--- src/core/lae_pkg.sv ---
// lae_pkg: register map, field positions, reset values and states
package lae_pkg;
  // ------------------------------------------------------------
  // register indices and byte addresses (index times four)
  // ------------------------------------------------------------
  localparam logic [7:0] LAE_IDX_LANE2_CNT = 8'h13;
  localparam logic [7:0] LAE_IDX_LANE3_CNT = 8'h14;
  localparam logic [7:0] LAE_IDX_STATUS = 8'h15;
  localparam logic [7:0] LAE_IDX_CONFIG = 8'h20;
  localparam logic [11:0] LAE_ADDR_LANE2_CNT = {2'h0, LAE_IDX_LANE2_CNT, 2'h0};
  localparam logic [11:0] LAE_ADDR_LANE3_CNT = {2'h0, LAE_IDX_LANE3_CNT, 2'h0};
  localparam logic [11:0] LAE_ADDR_STATUS = {2'h0, LAE_IDX_STATUS, 2'h0};
  localparam logic [11:0] LAE_ADDR_CONFIG = {2'h0, LAE_IDX_CONFIG, 2'h0};
  // ------------------------------------------------------------
  // reset values
  // ------------------------------------------------------------
  localparam logic [15:0] LAE_CNT_RESET = 16'hFFFD;
  localparam logic [15:0] LAE_CNT_CLEAR = 16'h0000;
  localparam logic [15:0] LAE_CNT_MAX = 16'hFFFF;
  // ------------------------------------------------------------
  // status field positions
  // ------------------------------------------------------------
  localparam int LAE_ST_FIFO_ERR = 15;
  localparam int LAE_ST_SEQ = 11;
  localparam int LAE_ST_LOS = 10;
  localparam int LAE_ST_SYNC = 8;
  localparam int LAE_ST_DEC = 3;
  // ------------------------------------------------------------
  // config field positions (test mode, pattern select, lane select)
  // ------------------------------------------------------------
  localparam int LAE_CF_TEST = 0;
  localparam int LAE_CF_PAT_LO = 4;
  localparam int LAE_CF_LANE_LO = 12;
  localparam logic [15:0] LAE_CF_MASK = 16'h3031;
  // apb slave phases
  typedef enum logic [0:0] {LAE_IDLE, LAE_ACCESS} lae_apb_e;
endpackage

--- src/core/lae_lane_if.sv ---
// lae_lane_if: per-lane error events between top and counter
`timescale 1ns/1ps
interface lae_lane_if;
  logic code_err;
  logic pat_err;
  logic test_mode;
  logic rd_clear;
  logic [15:0] count;
  modport top (output code_err, pat_err, test_mode, rd_clear, input count);
  modport cnt (input code_err, pat_err, test_mode, rd_clear, output count);
endinterface

--- src/core/lae_err_counter.sv ---
// lae_err_counter: one clear-on-read 16-bit lane error counter
`timescale 1ns/1ps
module lae_err_counter
  import lae_pkg::*;
(
  // clock and reset
  input wire logic pclk,
  input wire logic presetn,
  // lane events
  lae_lane_if.cnt ln
);
  typedef struct packed {
    logic [15:0] count;
  } lae_cnt_s;
  lae_cnt_s st_r;
  lae_cnt_s st_nxt;
  logic hit;

  // event source depends on mode; saturate so wrap never hides errors
  always_comb
  begin
    st_nxt = st_r;
    hit = ln.test_mode ? ln.pat_err : ln.code_err;
    if (ln.rd_clear)
      st_nxt.count = hit ? 16'h0001 : LAE_CNT_CLEAR;
    else if (hit && st_r.count != LAE_CNT_MAX)
      st_nxt.count = st_r.count + 16'h0001;
  end

  // state register; reset value is the odd startup default
  always_ff @(posedge pclk or negedge presetn)
  begin
    if (!presetn)
      st_r <= '{count: LAE_CNT_RESET};
    else
      st_r <= st_nxt;
  end

  assign ln.count = st_r.count;
endmodule

--- src/core/lae_lane_sel.sv ---
// lae_lane_sel: picks the selected lane's live conditions
`timescale 1ns/1ps
module lae_lane_sel
  import lae_pkg::*;
(
  // lane select
  input wire logic [1:0] sel,
  // per-lane conditions
  input wire logic [3:0] los,
  input wire logic [3:0] sync,
  input wire logic [3:0] dec_err,
  // selected lane
  output logic sel_los,
  output logic sel_sync,
  output logic sel_dec
);
  // plain mux on the config lane select field
  always_comb
  begin
    sel_los = los[sel];
    sel_sync = sync[sel];
    sel_dec = dec_err[sel];
  end
endmodule

--- src/core/lae_top.sv ---
// lae_top: lane error counters and lane alignment status on apb
`timescale 1ns/1ps
module lae_top
  import lae_pkg::*;
(
  // apb clock and reset
  input wire logic pclk,
  input wire logic presetn,
  // apb slave
  input wire logic psel,
  input wire logic penable,
  input wire logic pwrite,
  input wire logic [11:0] paddr,
  input wire logic [31:0] pwdata,
  output logic [31:0] prdata,
  output logic pready,
  output logic pslverr,
  // lane decoder and checker events, one-cycle pulses
  input wire logic lane2_code_err,
  input wire logic lane3_code_err,
  input wire logic lane2_pat_err,
  input wire logic lane3_pat_err,
  // alignment receiver conditions
  input wire logic align_fifo_err,
  input wire logic align_seq_sending,
  input wire logic [3:0] lane_los,
  input wire logic [3:0] lane_sync,
  input wire logic [3:0] lane_dec_err,
  // configuration seen by the pattern checker
  output logic [1:0] pattern_select,
  output logic test_mode
);
  typedef struct packed {
    lae_apb_e phase;
    logic [31:0] rdata;
    logic ready;
    logic err;
    logic [15:0] cfg;
    logic fifo_err;
    logic seq;
    logic los;
    logic sync;
    logic dec;
  } lae_top_s;

  lae_top_s st_r;
  lae_top_s st_nxt;
  lae_lane_if ln2 ();
  lae_lane_if ln3 ();
  logic sel_los;
  logic sel_sync;
  logic sel_dec;
  logic rd_hit;
  logic rd_l2;
  logic rd_l3;
  logic rd_st;
  logic [15:0] status_word;

  // ------------------------------------------------------------
  // address decode helper, used for reads and writes
  // ------------------------------------------------------------
  function automatic logic addr_is(input logic [11:0] a,
                                   input logic [11:0] ref_a);
    return a == ref_a;
  endfunction

  // ------------------------------------------------------------
  // lane counters and lane select
  // ------------------------------------------------------------
  // read strobes fire in the setup cycle so data and clear align
  assign rd_hit = psel && !penable && !pwrite && st_r.phase == LAE_IDLE;
  assign rd_l2 = rd_hit && addr_is(paddr, LAE_ADDR_LANE2_CNT);
  assign rd_l3 = rd_hit && addr_is(paddr, LAE_ADDR_LANE3_CNT);
  assign rd_st = rd_hit && addr_is(paddr, LAE_ADDR_STATUS);

  assign ln2.code_err = lane2_code_err;
  assign ln2.pat_err = lane2_pat_err;
  assign ln2.test_mode = st_r.cfg[LAE_CF_TEST];
  assign ln2.rd_clear = rd_l2;
  assign ln3.code_err = lane3_code_err;
  assign ln3.pat_err = lane3_pat_err;
  assign ln3.test_mode = st_r.cfg[LAE_CF_TEST];
  assign ln3.rd_clear = rd_l3;

  lae_err_counter u_cnt2 (
    .pclk(pclk),
    .presetn(presetn),
    .ln(ln2)
  );

  lae_err_counter u_cnt3 (
    .pclk(pclk),
    .presetn(presetn),
    .ln(ln3)
  );

  lae_lane_sel u_sel (
    .sel(st_r.cfg[LAE_CF_LANE_LO +: 2]),
    .los(lane_los),
    .sync(lane_sync),
    .dec_err(lane_dec_err),
    .sel_los(sel_los),
    .sel_sync(sel_sync),
    .sel_dec(sel_dec)
  );

  // ------------------------------------------------------------
  // status word assembly, reserved bits read zero
  // ------------------------------------------------------------
  always_comb
  begin
    status_word = 16'h0000;
    status_word[LAE_ST_FIFO_ERR] = st_r.fifo_err;
    status_word[LAE_ST_SEQ] = st_r.seq;
    status_word[LAE_ST_LOS] = st_r.los;
    status_word[LAE_ST_SYNC] = st_r.sync;
    status_word[LAE_ST_DEC] = st_r.dec;
  end

  // ------------------------------------------------------------
  // next state: apb slave and latched flags
  // ------------------------------------------------------------
  // no wait states: data captured in setup, ready in the first access cycle
  always_comb
  begin
    st_nxt = st_r;
    st_nxt.ready = 1'b0;
    st_nxt.err = 1'b0;
    st_nxt.seq = align_seq_sending;
    // latched flags; a read releases them, new events still win
    if (rd_st)
    begin
      st_nxt.fifo_err = align_fifo_err;
      st_nxt.los = sel_los;
      st_nxt.sync = sel_sync;
      st_nxt.dec = sel_dec;
    end
    else
    begin
      st_nxt.fifo_err = st_r.fifo_err | align_fifo_err;
      st_nxt.los = st_r.los | sel_los;
      st_nxt.sync = st_r.sync & sel_sync;
      st_nxt.dec = st_r.dec | sel_dec;
    end
    unique case (st_r.phase)
      LAE_IDLE:
      begin
        if (psel && !penable)
        begin
          st_nxt.phase = LAE_ACCESS;
          st_nxt.ready = 1'b1;
          st_nxt.rdata = 32'h0000_0000;
          if (addr_is(paddr, LAE_ADDR_LANE2_CNT))
            st_nxt.rdata = {16'h0000, ln2.count};
          else if (addr_is(paddr, LAE_ADDR_LANE3_CNT))
            st_nxt.rdata = {16'h0000, ln3.count};
          else if (addr_is(paddr, LAE_ADDR_STATUS))
            st_nxt.rdata = {16'h0000, status_word};
          else if (addr_is(paddr, LAE_ADDR_CONFIG))
          begin
            st_nxt.rdata = {16'h0000, st_r.cfg};
            if (pwrite)
              st_nxt.cfg = pwdata[15:0] & LAE_CF_MASK;
          end
          else
            st_nxt.err = 1'b1;
          // writes to read-only registers are refused
          if (pwrite && !addr_is(paddr, LAE_ADDR_CONFIG))
            st_nxt.err = 1'b1;
          if (pwrite)
            st_nxt.rdata = 32'h0000_0000;
        end
      end
      LAE_ACCESS:
        st_nxt.phase = LAE_IDLE;
    endcase
  end

  // ------------------------------------------------------------
  // state register
  // ------------------------------------------------------------
  always_ff @(posedge pclk or negedge presetn)
  begin
    if (!presetn)
      st_r <= '{phase: LAE_IDLE, rdata: 32'h0000_0000, ready: 1'b0,
                err: 1'b0, cfg: 16'h0000, fifo_err: 1'b0, seq: 1'b0,
                los: 1'b0, sync: 1'b0, dec: 1'b0};
    else
      st_r <= st_nxt;
  end

  // outputs straight from flops
  assign prdata = st_r.rdata;
  assign pready = st_r.ready;
  assign pslverr = st_r.err;
  assign pattern_select = st_r.cfg[LAE_CF_PAT_LO +: 2];
  assign test_mode = st_r.cfg[LAE_CF_TEST];
endmodule

--- config.mk ---
export PLATFORM = sky130hd
export DESIGN_NAME = lae_top
export DESIGN_NICKNAME = d
export VERILOG_FILES = /design/src/core/lae_pkg.sv /design/src/core/lae_lane_if.sv /design/src/core/lae_err_counter.sv /design/src/core/lae_lane_sel.sv /design/src/core/lae_top.sv
export SDC_FILE = /design/constraint.sdc
export NUM_CORES = 1
export LEC_CHECK = 0
export ABC_AREA = 1
export BUFFER_PORTS_ARGS = -buffer_cell sky130_fd_sc_hd__buf_2
export CORE_MARGIN = 1.5
export CORE_UTILIZATION = 45
export DETAILED_ROUTE_END_ITERATION = 16
export PLACE_DENSITY = 0.76
export SKIP_CTS_REPAIR_TIMING = 1
export SLEW_MARGIN = 20
export SYNTH_ARGS = -nofsm -noshare
export SYNTH_HDL_FRONTEND = slang
export SYNTH_SLANG_ARGS = --single-unit
--- constraint.sdc ---
create_clock -name pclk -period 1.75 [get_ports pclk]
set_input_delay 0.0875 -clock pclk [delete_from_list [all_inputs] [get_ports pclk]]
set_output_delay 0.0875 -clock pclk [all_outputs]
set_load 0.005 [all_outputs]
==> results_dict.tcl, run 1 <==
set metrics [dict create \
    run_status "finished, violations left" \
    failed_checks "negative hold slack" \
    drt_iter0_markers 205 \
    min-delay-start "pwdata[5]" \
    synth.yosys.seq_area_share 0.3840 \
    synth-edff-count 0 \
    pin_count_of_the_biggest_net_entering_global_routing 61 \
    slowest_stage "sky130_fd_sc_hd__dfstp_2" \
    initial_utilization 0.4618 \
    slew_violations 0 \
    floorplan.die_area_sq_um 9481 \
    final_cell_area_sq_um 4659 \
    timing.setup.critical_path_class "reg -> reg" \
    synth_flop_cell "sky130_fd_sc_hd__dfstp_2" \
    syn_area_per_cell_sq_um 7.208 \
    worst_hold_path.endpoint "pattern_select[1]$_DFFE_PN0P_" \
    grt_first_pass_wirelength_um 17220 \
    leakage_nw 2.268 \
    boundaryPins 104 \
    filler_cell_count 866 \
    place.detailed.instances 714 \
    worst_pin_slew_ns 0.5429 \
    clock_tree.buffer_depth 2 \
    grt_antenna_before_repair 0 \
    route.detailed.drc 0 \
    synthCells 556 \
    finish.utilization 0.5369 \
    power.ir.vdd_worst_v 0.0004319 \
    finalClockSkew_ns 0.01048 \
    worstPathMaxFanout 9 \
    worst-endpoint-arrival_ns 1.97 \
    vertical_die_dimension_um 97.37 \
    post_route_cells_drive_above_1_share 0.2599 \
    post_dp_cell_area_sq_um 4353 \
    ys.warnings.count 0 \
    setup_total_negative_slack_ns 0 \
    cts_tree "built" \
    drt_pass1_iterations 7 \
    clockRootBuffer "sky130_fd_sc_hd__clkbuf_8" \
    fin_worst_hold_slack_ns -0.02431 \
    antennaDiodeCount 0 \
    routed_wl_um 10650 \
    asyncSetResetFlopFracSynth 1.000 \
    syn2layout_area_growth_pct 16.27 \
    post_layout_nonfiller_instances 739 \
    yosys.cell_types.count 38 \
    worst_setup_path_end_kind "register" \
    nature_of_the_critical_path_startpoint "register" \
    cts_made_buffers 9 \
    crit_path_cell_trace "ha_1 -> nand2_2 -> nor2_4 -> nand2_2 -> o21ai_4 -> nand2_4 -> inv_6 -> nand2_1 -> nand2_1" \
    io_buffer_count 60 \
    worst_hold_path_type "in -> reg" \
    die_w_um 97.37 \
    worstReg2RegStart "u_cnt3.ln.count[0]$_DFFE_PN1P_" \
    period_share 0.9659 \
    timing.reg2reg.worst_path_depth 9 \
    place_congestion 0.9066 \
    clock_sink_count 60 \
    groute.usage.overall 0.2280 \
    route.antenna.remaining_nets 0 \
    fin_nets 695 \
    globalRoute.totalOverflow 0 \
    reg2reg_to "u_cnt3.ln.count[1]$_DFFE_PN0P_" \
    critical_path.top_delay_family "simple AND/OR/NAND/NOR gates" \
    via_count 3878 \
    max_capacitance_violation_total 0 \
    first_global_vias 3618 \
    r2r_setup_slack_ns 0.06 \
    cp_slowest_stage_delay_ns 0.53 \
    holdPathStages 3 \
    cts-htree-levels 3 \
    placement_rows 34 \
    viasPerCell 5.248 \
    hpwlAfterDp_um 7660 \
    detail_route.wl_per_cell_um 14.41 \
    ys_seq_elements 60 \
    timing.final.hold_violations 1 \
    fmaxAchievable_ghz 0.5916 \
    worst-endpoint-required_ns 2.03 \
    power.density_cell_area_nw_per_um2 781.3 \
    clock_insertion_delay_worst_skew_ns 0.35 \
    worst_slew_margin_rel 0.6342 \
    placeableCoreArea_sq_um 8678 \
    cts.reportedPaths.clkPinSlew_ns 0.07 \
    mappedNetlistArea_sq_um 4008 \
    critical_path.n_buffers_inverters 1 \
    period_needed_ns 1.690 \
    timing.final.setup_violations 0 \
]
[placed cells by master (no fill, tap or decap), types with 15 or more instances in the layout]
| cell type | count |
|---|---|
| sky130_fd_sc_hd__buf_2 | 60 |
| sky130_fd_sc_hd__buf_4 | 18 |
| sky130_fd_sc_hd__conb_1 | 16 |
| sky130_fd_sc_hd__dfrtp_1 | 30 |
| sky130_fd_sc_hd__dfstp_2 | 30 |
| sky130_fd_sc_hd__inv_1 | 48 |
| sky130_fd_sc_hd__nand2_1 | 152 |
| sky130_fd_sc_hd__nand3_1 | 89 |
| sky130_fd_sc_hd__nand4_1 | 15 |
| sky130_fd_sc_hd__nor2_1 | 44 |
| sky130_fd_sc_hd__o21ai_1 | 18 |
[report_power, final]
| group | internal (mW) | total [mW] | leakage [nW] | switching [mW] |
|---|---|---|---|---|
| registers | 1.59 | 1.76 | 0.707 | 0.173 |
| clock network | 0.660 | 1.23 | 0.0887 | 0.566 |
| logic | 0.264 | 0.650 | 1.47 | 0.386 |
[routing by layer]
metal	vias to the layer above	GRT usage	part of all wire
met2	142	0.3825	0.49
met1	1826	0.2975	0.43
met4	0	0.08132	0.015
met5	-	0	0
li1	1894	-	-
met3	16	0.03741	0.061
[how the worst max path moves through the flow]
stage / start / endpoint / slack (ns) / depth (start not counted)
final: u_cnt3.ln.count[0]$_DFFE_PN1P_ / u_cnt3.ln.count[1]$_DFFE_PN0P_ / 0.06 / 9
after floorplan: u_cnt3.ln.count[0]$_DFFE_PN1P_ / u_cnt3.ln.count[1]$_DFFE_PN0P_ / 0.12 / 9
after global placement: u_cnt2.ln.count[0]$_DFFE_PN1P_ / u_cnt2.ln.count[0]$_DFFE_PN1P_ / 0.1 / 9
after CTS: u_cnt2.ln.count[0]$_DFFE_PN1P_ / u_cnt2.ln.count[0]$_DFFE_PN1P_ / 0.02 / 9
after global routing: u_cnt3.ln.count[0]$_DFFE_PN1P_ / u_cnt3.ln.count[6]$_DFFE_PN1P_ / -0.03 / 9
after detailed placement: u_cnt3.ln.count[0]$_DFFE_PN1P_ / u_cnt3.ln.count[2]$_DFFE_PN1P_ / 0.06 / 9
[kinds of logic (layout without fill, tap and decap cells)]
family                   after synthesis  in the layout  synth area share
AND/OR/NAND/NOR                      335            335            0.3831
multiplexers                           1              1          0.002498
flip-flops                            60             60            0.3840
XOR/XNOR                              12             12           0.02623
buffers and inverters                101            161            0.1355
other                                  1             16         0.0009357
AO/OA/AOI/OAI                         44             44           0.06151
adder cells (fa/ha/maj)                2              2          0.006243
[layout make-up]
cell class	count	area, sq um	area share
sequential	60	1539	0.3303
multi-input combinational	410	2018	0.4331
timing repair buffer	88	565.5	0.1214
inverter	57	224.0	0.04807
clock buffer	14	142.6	0.03061
clock inverter	2	35.03	0.007519
tap	108	135.1	0.02900
[synth_stat cells (all sizes together) (3+ instances only)]
cell,number,area (sq um)
nand4,16,115.1
o21ai,32,167.7
nand3b,3,22.52
nand3,92,475.5
inv,56,212.7
dfrtp,30,750.7
nand2,161,621.8
nor2,58,267.8
xor2,11,96.34
dfstp,30,788.3
a21oi,5,25.02
nor3,3,20.02
buf,42,319.0
[worst min-delay path, cell delays in order]
cell and delay, ns:
sky130_fd_sc_hd__buf_2 0.09, sky130_fd_sc_hd__inv_1 0.04, sky130_fd_sc_hd__o21ai_1 0.06
[per-stage QoR]
step / setup slack, ns / total power, mW
after detailed placement: 0.06453 / 2.374
after global routing: -0.03258 / 3.816
after global placement: 0.09958 / 2.337
final: 0.05963 / 3.640
after CTS: 0.01752 / 3.607
after floorplan: 0.1163 / 2.154
[sequential cells by signal (all words and copies together), names as in the netlist]
name and flops:
u_cnt2.ln.count 16, st_r 8, prdata 16, pattern_select 2, test_mode 1, pslverr 1
u_cnt3.ln.count 16
Power figures use the tool's default switching activity.
==> run 2, diff against run 1 <==
--- a/config.mk
+++ b/config.mk
@@ -8,9 +8,9 @@
 export ABC_AREA = 1
 export BUFFER_PORTS_ARGS = -buffer_cell sky130_fd_sc_hd__buf_2
 export CORE_MARGIN = 1.5
-export CORE_UTILIZATION = 45
+export CORE_UTILIZATION = 54
 export DETAILED_ROUTE_END_ITERATION = 16
-export PLACE_DENSITY = 0.76
+export PLACE_DENSITY = 0.92
 export SKIP_CTS_REPAIR_TIMING = 1
 export SLEW_MARGIN = 20
 export SYNTH_ARGS = -nofsm -noshare
==> run 2 against run 1 <==
The flow now finishes without violations. Sequential share of layout area decreased by 0.26 points. Critical path depth rose by 1. Maximum frequency is 2.9% lower. Critical path type unchanged. Largest power group unchanged.
==> results_dict.tcl, run 2 (synthesis gave the netlist of run 1 again) <==
set metrics [dict create \
    run_status "complete, no violations" \
    drt_pass1_iterations 5 \
    first_global_vias 3633 \
    fin_nets 697 \
    vertical_die_dimension_um 89.15 \
    detail_route.wl_per_cell_um 14.66 \
    worst_setup_path_end_kind "register" \
    leakage_nw 2.288 \
    critical_path.top_delay_family "flip-flops" \
    via_count 4043 \
    clock_insertion_delay_worst_skew_ns 0.35 \
    placeableCoreArea_sq_um 7214 \
    multi_input_area_sq_um 2028 \
    finalClockSkew_ns 0.008788 \
    viasPerCell 5.523 \
    post_dp_cell_area_sq_um 4322 \
    globalRoute.totalOverflow 0 \
    route.antenna.remaining_nets 0 \
    timing.final.setup_violations 0 \
    timing.setup.critical_path_class "reg -> reg" \
    drt_iter0_markers 405 \
    hpwlAfterDp_um 7777 \
    worst-endpoint-required_ns 2.02 \
    clockRootBuffer "sky130_fd_sc_hd__clkbuf_8" \
    worst_slew_margin_rel 0.6243 \
    grt_antenna_before_repair 0 \
    die_w_um 89.15 \
    pin_count_of_the_biggest_net_entering_global_routing 38 \
    worst_hold_path_type "in -> reg" \
    place_congestion 0.9681 \
    slowest_stage "sky130_fd_sc_hd__dfstp_2" \
    floorplan.die_area_sq_um 7947 \
    slew_violations 0 \
    syn2layout_area_growth_pct 17.20 \
    cts.reportedPaths.clkPinSlew_ns 0.06 \
    boundaryPins 104 \
    antennaDiodeCount 0 \
    commonest_non_fill_non_tap_cell_in_the_layout "sky130_fd_sc_hd__nand2_1" \
    initial_utilization 0.5555 \
    groute.usage.overall 0.2791 \
    layout.cells.most_common_list "154 x sky130_fd_sc_hd__nand2_1, 89 x sky130_fd_sc_hd__nand3_1, 60 x sky130_fd_sc_hd__buf_2" \
    period_share 0.9950 \
    dp_worst_setup_slack_ns 0.01107 \
    crit_path_cell_trace "ha_4 -> nand2_1 -> nor2_2 -> nand2_2 -> o21ai_2 -> nand2_2 -> inv_4 -> buf_12 -> nand2_1 -> o21ai_0" \
    post_route_cells_drive_above_1_share 0.2591 \
    route.detailed.drc 0 \
    post-route-worst-setup-slack_ns 0.008699 \
    placement_rows 31 \
    nature_of_the_critical_path_startpoint "register" \
    worst-endpoint-arrival_ns 2.01 \
    cts_tree "built" \
    critical_path.n_buffers_inverters 2 \
    max_capacitance_violation_total 0 \
    period_needed_ns 1.741 \
    worst_pin_slew_ns 0.5635 \
    worstPathMaxFanout 10 \
    finish.utilization 0.6511 \
    grt_first_pass_wirelength_um 16830 \
    io_buffer_count 60 \
    clock_tree.buffer_depth 2 \
    cts_made_buffers 9 \
    power.density_cell_area_nw_per_um2 793.0 \
    power.ir.vdd_worst_v 0.0004924 \
    cp_slowest_stage_delay_ns 0.57 \
    cts-htree-levels 3 \
    design_power_total_mw 3.725 \
    filler_cell_count 607 \
    timing.final.hold_violations 0 \
    clock_sink_count 60 \
    register_area_sq_um 1539 \
    routed_wl_um 10730 \
    fmaxAchievable_ghz 0.5743 \
    final_cell_area_sq_um 4697 \
]
==> run 2: cell count changes in the layout (fill, tap and decap cells not counted), moves of 2 or more <==
cell | before | now
sky130_fd_sc_hd__clkbuf_8 | 9 | 11
sky130_fd_sc_hd__nand2_2 | 8 | 6
sky130_fd_sc_hd__ha_4 | 0 | 2
sky130_fd_sc_hd__nand2_1 | 152 | 154
==> run 2: metrics by stage <==
step                hold WS (ns)  TNS (ns)  instances
floorplan                -0.2081         0        571
global placement          0.1097         0        704
detailed placement        0.1126         0        704
CTS                      -0.2568  -0.02353        720
global route              0.1266   -0.5269        732
finish                   0.09655         0        732
==> run 2: cell type report <==
cell class / instances / share of cell area
multi-input combinational: 410 / 0.4318
tap: 99 / 0.02637
clock buffer: 15 / 0.03543
timing repair inverter: 1 / 0.001066
clock inverter: 1 / 0.006393
inverter: 57 / 0.04768
timing repair buffer: 89 / 0.1236
sequential: 60 / 0.3277
==> run 2: worst paths after layout <==
| path | endpoint | depth (start not counted) | start | slack, ns |
|---|---|---|---|---|
| worst max-delay path | u_cnt2.ln.count[10]$_DFFE_PN1P_ | 10 | u_cnt2.ln.count[0]$_DFFE_PN1P_ | 0.009 |
| worst min-delay path | pslverr$_DFF_PN0_ | 3 | pwrite | 0.1 |
| worst max register to register | u_cnt2.ln.count[10]$_DFFE_PN1P_ | 10 | u_cnt2.ln.count[0]$_DFFE_PN1P_ | 0.009 |
| worst min register to register | prdata[15]$_DFFE_PN0P_ | 2 | prdata[15]$_DFFE_PN0P_ | 0.49 |
| max in group asynchronous | u_cnt2.ln.count[0]$_DFFE_PN1P_ | 3 | presetn | 0.82 |
| min in group asynchronous | prdata[10]$_DFFE_PN0P_ | 2 | presetn | 0.27 |
==> run 2: per-layer routing <==
layer  global-route usage  vias up  wire length (um)
met5                    0        -                 0
met4               0.1147        0               293
met3              0.05263       34               902
met2               0.4477      217              5216
met1               0.3725     1892              4321
li1                     -     1900                 -
==> run 2: worst reg2reg max path, cell delays in order, from the launching register on <==
cell and delay [ns]:
sky130_fd_sc_hd__dfstp_2 0.57, sky130_fd_sc_hd__ha_4 0.15, sky130_fd_sc_hd__nand2_1 0.08, sky130_fd_sc_hd__nor2_2 0.20, sky130_fd_sc_hd__nand2_2 0.10, sky130_fd_sc_hd__o21ai_2 0.13
sky130_fd_sc_hd__nand2_2 0.10, sky130_fd_sc_hd__inv_4 0.09, sky130_fd_sc_hd__buf_12 0.13, sky130_fd_sc_hd__nand2_1 0.05, sky130_fd_sc_hd__o21ai_0 0.08
==> run 2: power by group <==
| part | switching [mW] | internal [mW] |
|---|---|---|
| registers | 0.181 | 1.59 |
| logic | 0.400 | 0.282 |
| clock network | 0.531 | 0.739 |
| total | 1.11 | 2.61 |
==> run 3, diff against run 2 <==
--- a/config.mk
+++ b/config.mk
@@ -7,6 +7,7 @@
 export LEC_CHECK = 0
 export ABC_AREA = 1
 export BUFFER_PORTS_ARGS = -buffer_cell sky130_fd_sc_hd__buf_2
+export CORE_ASPECT_RATIO = 0.7
 export CORE_MARGIN = 1.5
 export CORE_UTILIZATION = 54
 export DETAILED_ROUTE_END_ITERATION = 16
==> run 3 against run 2 <==
Die area rose by 0.11%. Setup slack barely moved. Via count fell by 0.22%. Sequential cell count did not move. Non-clock buffer count rose by 2. Count of clock-buffer cells in the layout fell by 5. Highest routed layer unchanged.
==> results_dict.tcl, run 3 (synthesis gave the netlist of run 1 again) <==
set metrics [dict create \
    min-delay-start "pwrite" \
    first_global_vias 3628 \
    layout.cells.most_common_list "152 x sky130_fd_sc_hd__nand2_1, 88 x sky130_fd_sc_hd__nand3_1, 60 x sky130_fd_sc_hd__buf_2" \
    crit_path_cell_trace "nand2_1 -> nor2_2 -> nand2_1 -> o21ai_2 -> nand2_2 -> inv_4 -> buf_12 -> nand2_1 -> nand2_1" \
    place_congestion 0.9381 \
    drt_iter0_markers 302 \
    multi_input_area_sq_um 2046 \
    worst_pin_slew_ns 0.5879 \
    grt_antenna_before_repair 0 \
    routed_wl_um 11120 \
    worst-endpoint-required_ns 2.05 \
    detail_route.wl_per_cell_um 15.19 \
    leakage_nw 2.284 \
    cp_slowest_stage_delay_ns 0.59 \
    cts.reportedPaths.clkPinSlew_ns 0.08 \
    pin_count_of_the_biggest_net_entering_global_routing 38 \
    io_buffer_count 60 \
    critPathMostFrequentCell "sky130_fd_sc_hd__nand2_1" \
    setup_total_negative_slack_ns 0 \
    boundaryPins 104 \
    nature_of_the_critical_path_startpoint "register" \
    globalRoute.totalOverflow 0 \
    r2r_setup_slack_ns 0.009 \
    period_needed_ns 1.741 \
    worst_slew_margin_rel 0.6081 \
    reg2reg_to "u_cnt2.ln.count[1]$_DFFE_PN0P_" \
    timing.reg2reg.worst_path_depth 9 \
    viasPerCell 5.511 \
    register_area_sq_um 1539 \
    worst_setup_path_end_kind "register" \
    slowest_stage "sky130_fd_sc_hd__dfstp_2" \
    worst_setup_path_start "u_cnt2.ln.count[8]$_DFFE_PN1P_" \
    timing.final.setup_violations 0 \
    initial_utilization 0.5524 \
    worstReg2RegStart "u_cnt2.ln.count[8]$_DFFE_PN1P_" \
    finalClockSkew_ns 0.01065 \
    cts-htree-levels 3 \
    syn2layout_area_growth_pct 17.73 \
    power.ir.vdd_worst_v 0.0005627 \
    placeableCoreArea_sq_um 7254 \
    holdPathStages 3 \
    run_status "complete, no violations" \
    worstPathMaxFanout 8 \
    route.detailed.drc 0 \
    post_route_cells_drive_above_1_share 0.2729 \
    cts_tree "built" \
    vertical_die_dimension_um 75.08 \
    floorplan.die_area_sq_um 7955 \
    filler_cell_count 614 \
    die_w_um 106.0 \
    power.density_cell_area_nw_per_um2 795.6 \
    finish.utilization 0.6504 \
    via_count 4034 \
    post_dp_cell_area_sq_um 4328 \
    timing.final.hold_violations 0 \
    slew_violations 0 \
    commonest_non_fill_non_tap_cell_in_the_layout "sky130_fd_sc_hd__nand2_1" \
    worst_hold_path.endpoint "pslverr$_DFF_PN0_" \
    cts_made_buffers 9 \
    drt_pass1_iterations 5 \
    clock_sink_count 60 \
    grt_first_pass_wirelength_um 17150 \
    antennaDiodeCount 0 \
    route.antenna.remaining_nets 0 \
    period_share 0.9948 \
    max_capacitance_violation_total 0 \
    clock_insertion_delay_worst_skew_ns 0.36 \
    clockRootBuffer "sky130_fd_sc_hd__clkbuf_8" \
    worst-endpoint-arrival_ns 2.04 \
    worst_hold_path_type "in -> reg" \
    clock_tree.buffer_depth 2 \
    placement_rows 26 \
    timing.setup.critical_path_class "reg -> reg" \
    groute.usage.overall 0.2832 \
    final_cell_area_sq_um 4718 \
    fin_nets 698 \
    fmaxAchievable_ghz 0.5744 \
    hpwlAfterDp_um 7942 \
    design_power_total_mw 3.754 \
]
## run 3: cell count changes in the layout (fill, tap and decap cells not counted), sizes merged
cell,change
buf,+2
clkinvlp,+4
clkbuf,-5
## run 3: worst max path at each step
stage,end,slack (ns),depth (start not counted)
after floorplan,u_cnt3.ln.count[1]$_DFFE_PN0P_,0.12,9
after global placement,u_cnt2.ln.count[8]$_DFFE_PN1P_,0.10,10
after detailed placement,u_cnt3.ln.count[11]$_DFFE_PN1P_,0.02,9
after CTS,u_cnt2.ln.count[3]$_DFFE_PN1P_,-0.04,10
after global routing,u_cnt2.ln.count[1]$_DFFE_PN0P_,-0.04,10
final,u_cnt2.ln.count[1]$_DFFE_PN0P_,0.009,9
## run 3: worst max-delay path, delay by kind of cell (launching register included)
family	cells	cell delay (ns)
simple gates	6	0.69
buf+inv	2	0.23
compound gates	1	0.17
flops	1	0.59
## run 3: final cells by class
cell class | count | area share
flip-flops and latches | 60 | 0.3262
inverters | 57 | 0.04641
clock buffers | 10 | 0.02705
multi-input cells | 410 | 0.4336
well taps | 98 | 0.02599
repair buffers | 91 | 0.1270
clock inverters | 6 | 0.01379
## run 3: power breakdown
group / switching, mW / total, mW / internal, mW
Combinational: 0.422 / 0.707 / 0.286
Sequential: 0.194 / 1.79 / 1.59
Clock: 0.607 / 1.26 / 0.654
## run 3: metrics by stage
step | instances | setup slack (ns) | hold slack [ns]
CTS | 720 | -0.04293 | -0.2725
detailed placement | 704 | 0.01668 | 0.1209
global route | 732 | -0.03567 | 0.1034
finish | 732 | 0.009155 | 0.08326
floorplan | 571 | 0.1163 | -0.2081
global placement | 704 | 0.1033 | 0.1067
## run 3: per-layer routing
metal,wire length [um],GRT usage,vias to the layer above
li1,-,-,1901
met1,4784,0.3705,1844
met2,4870,0.4625,246
met3,1146,0.08658,43
met4,315,0.08258,0
met5,0,0,-
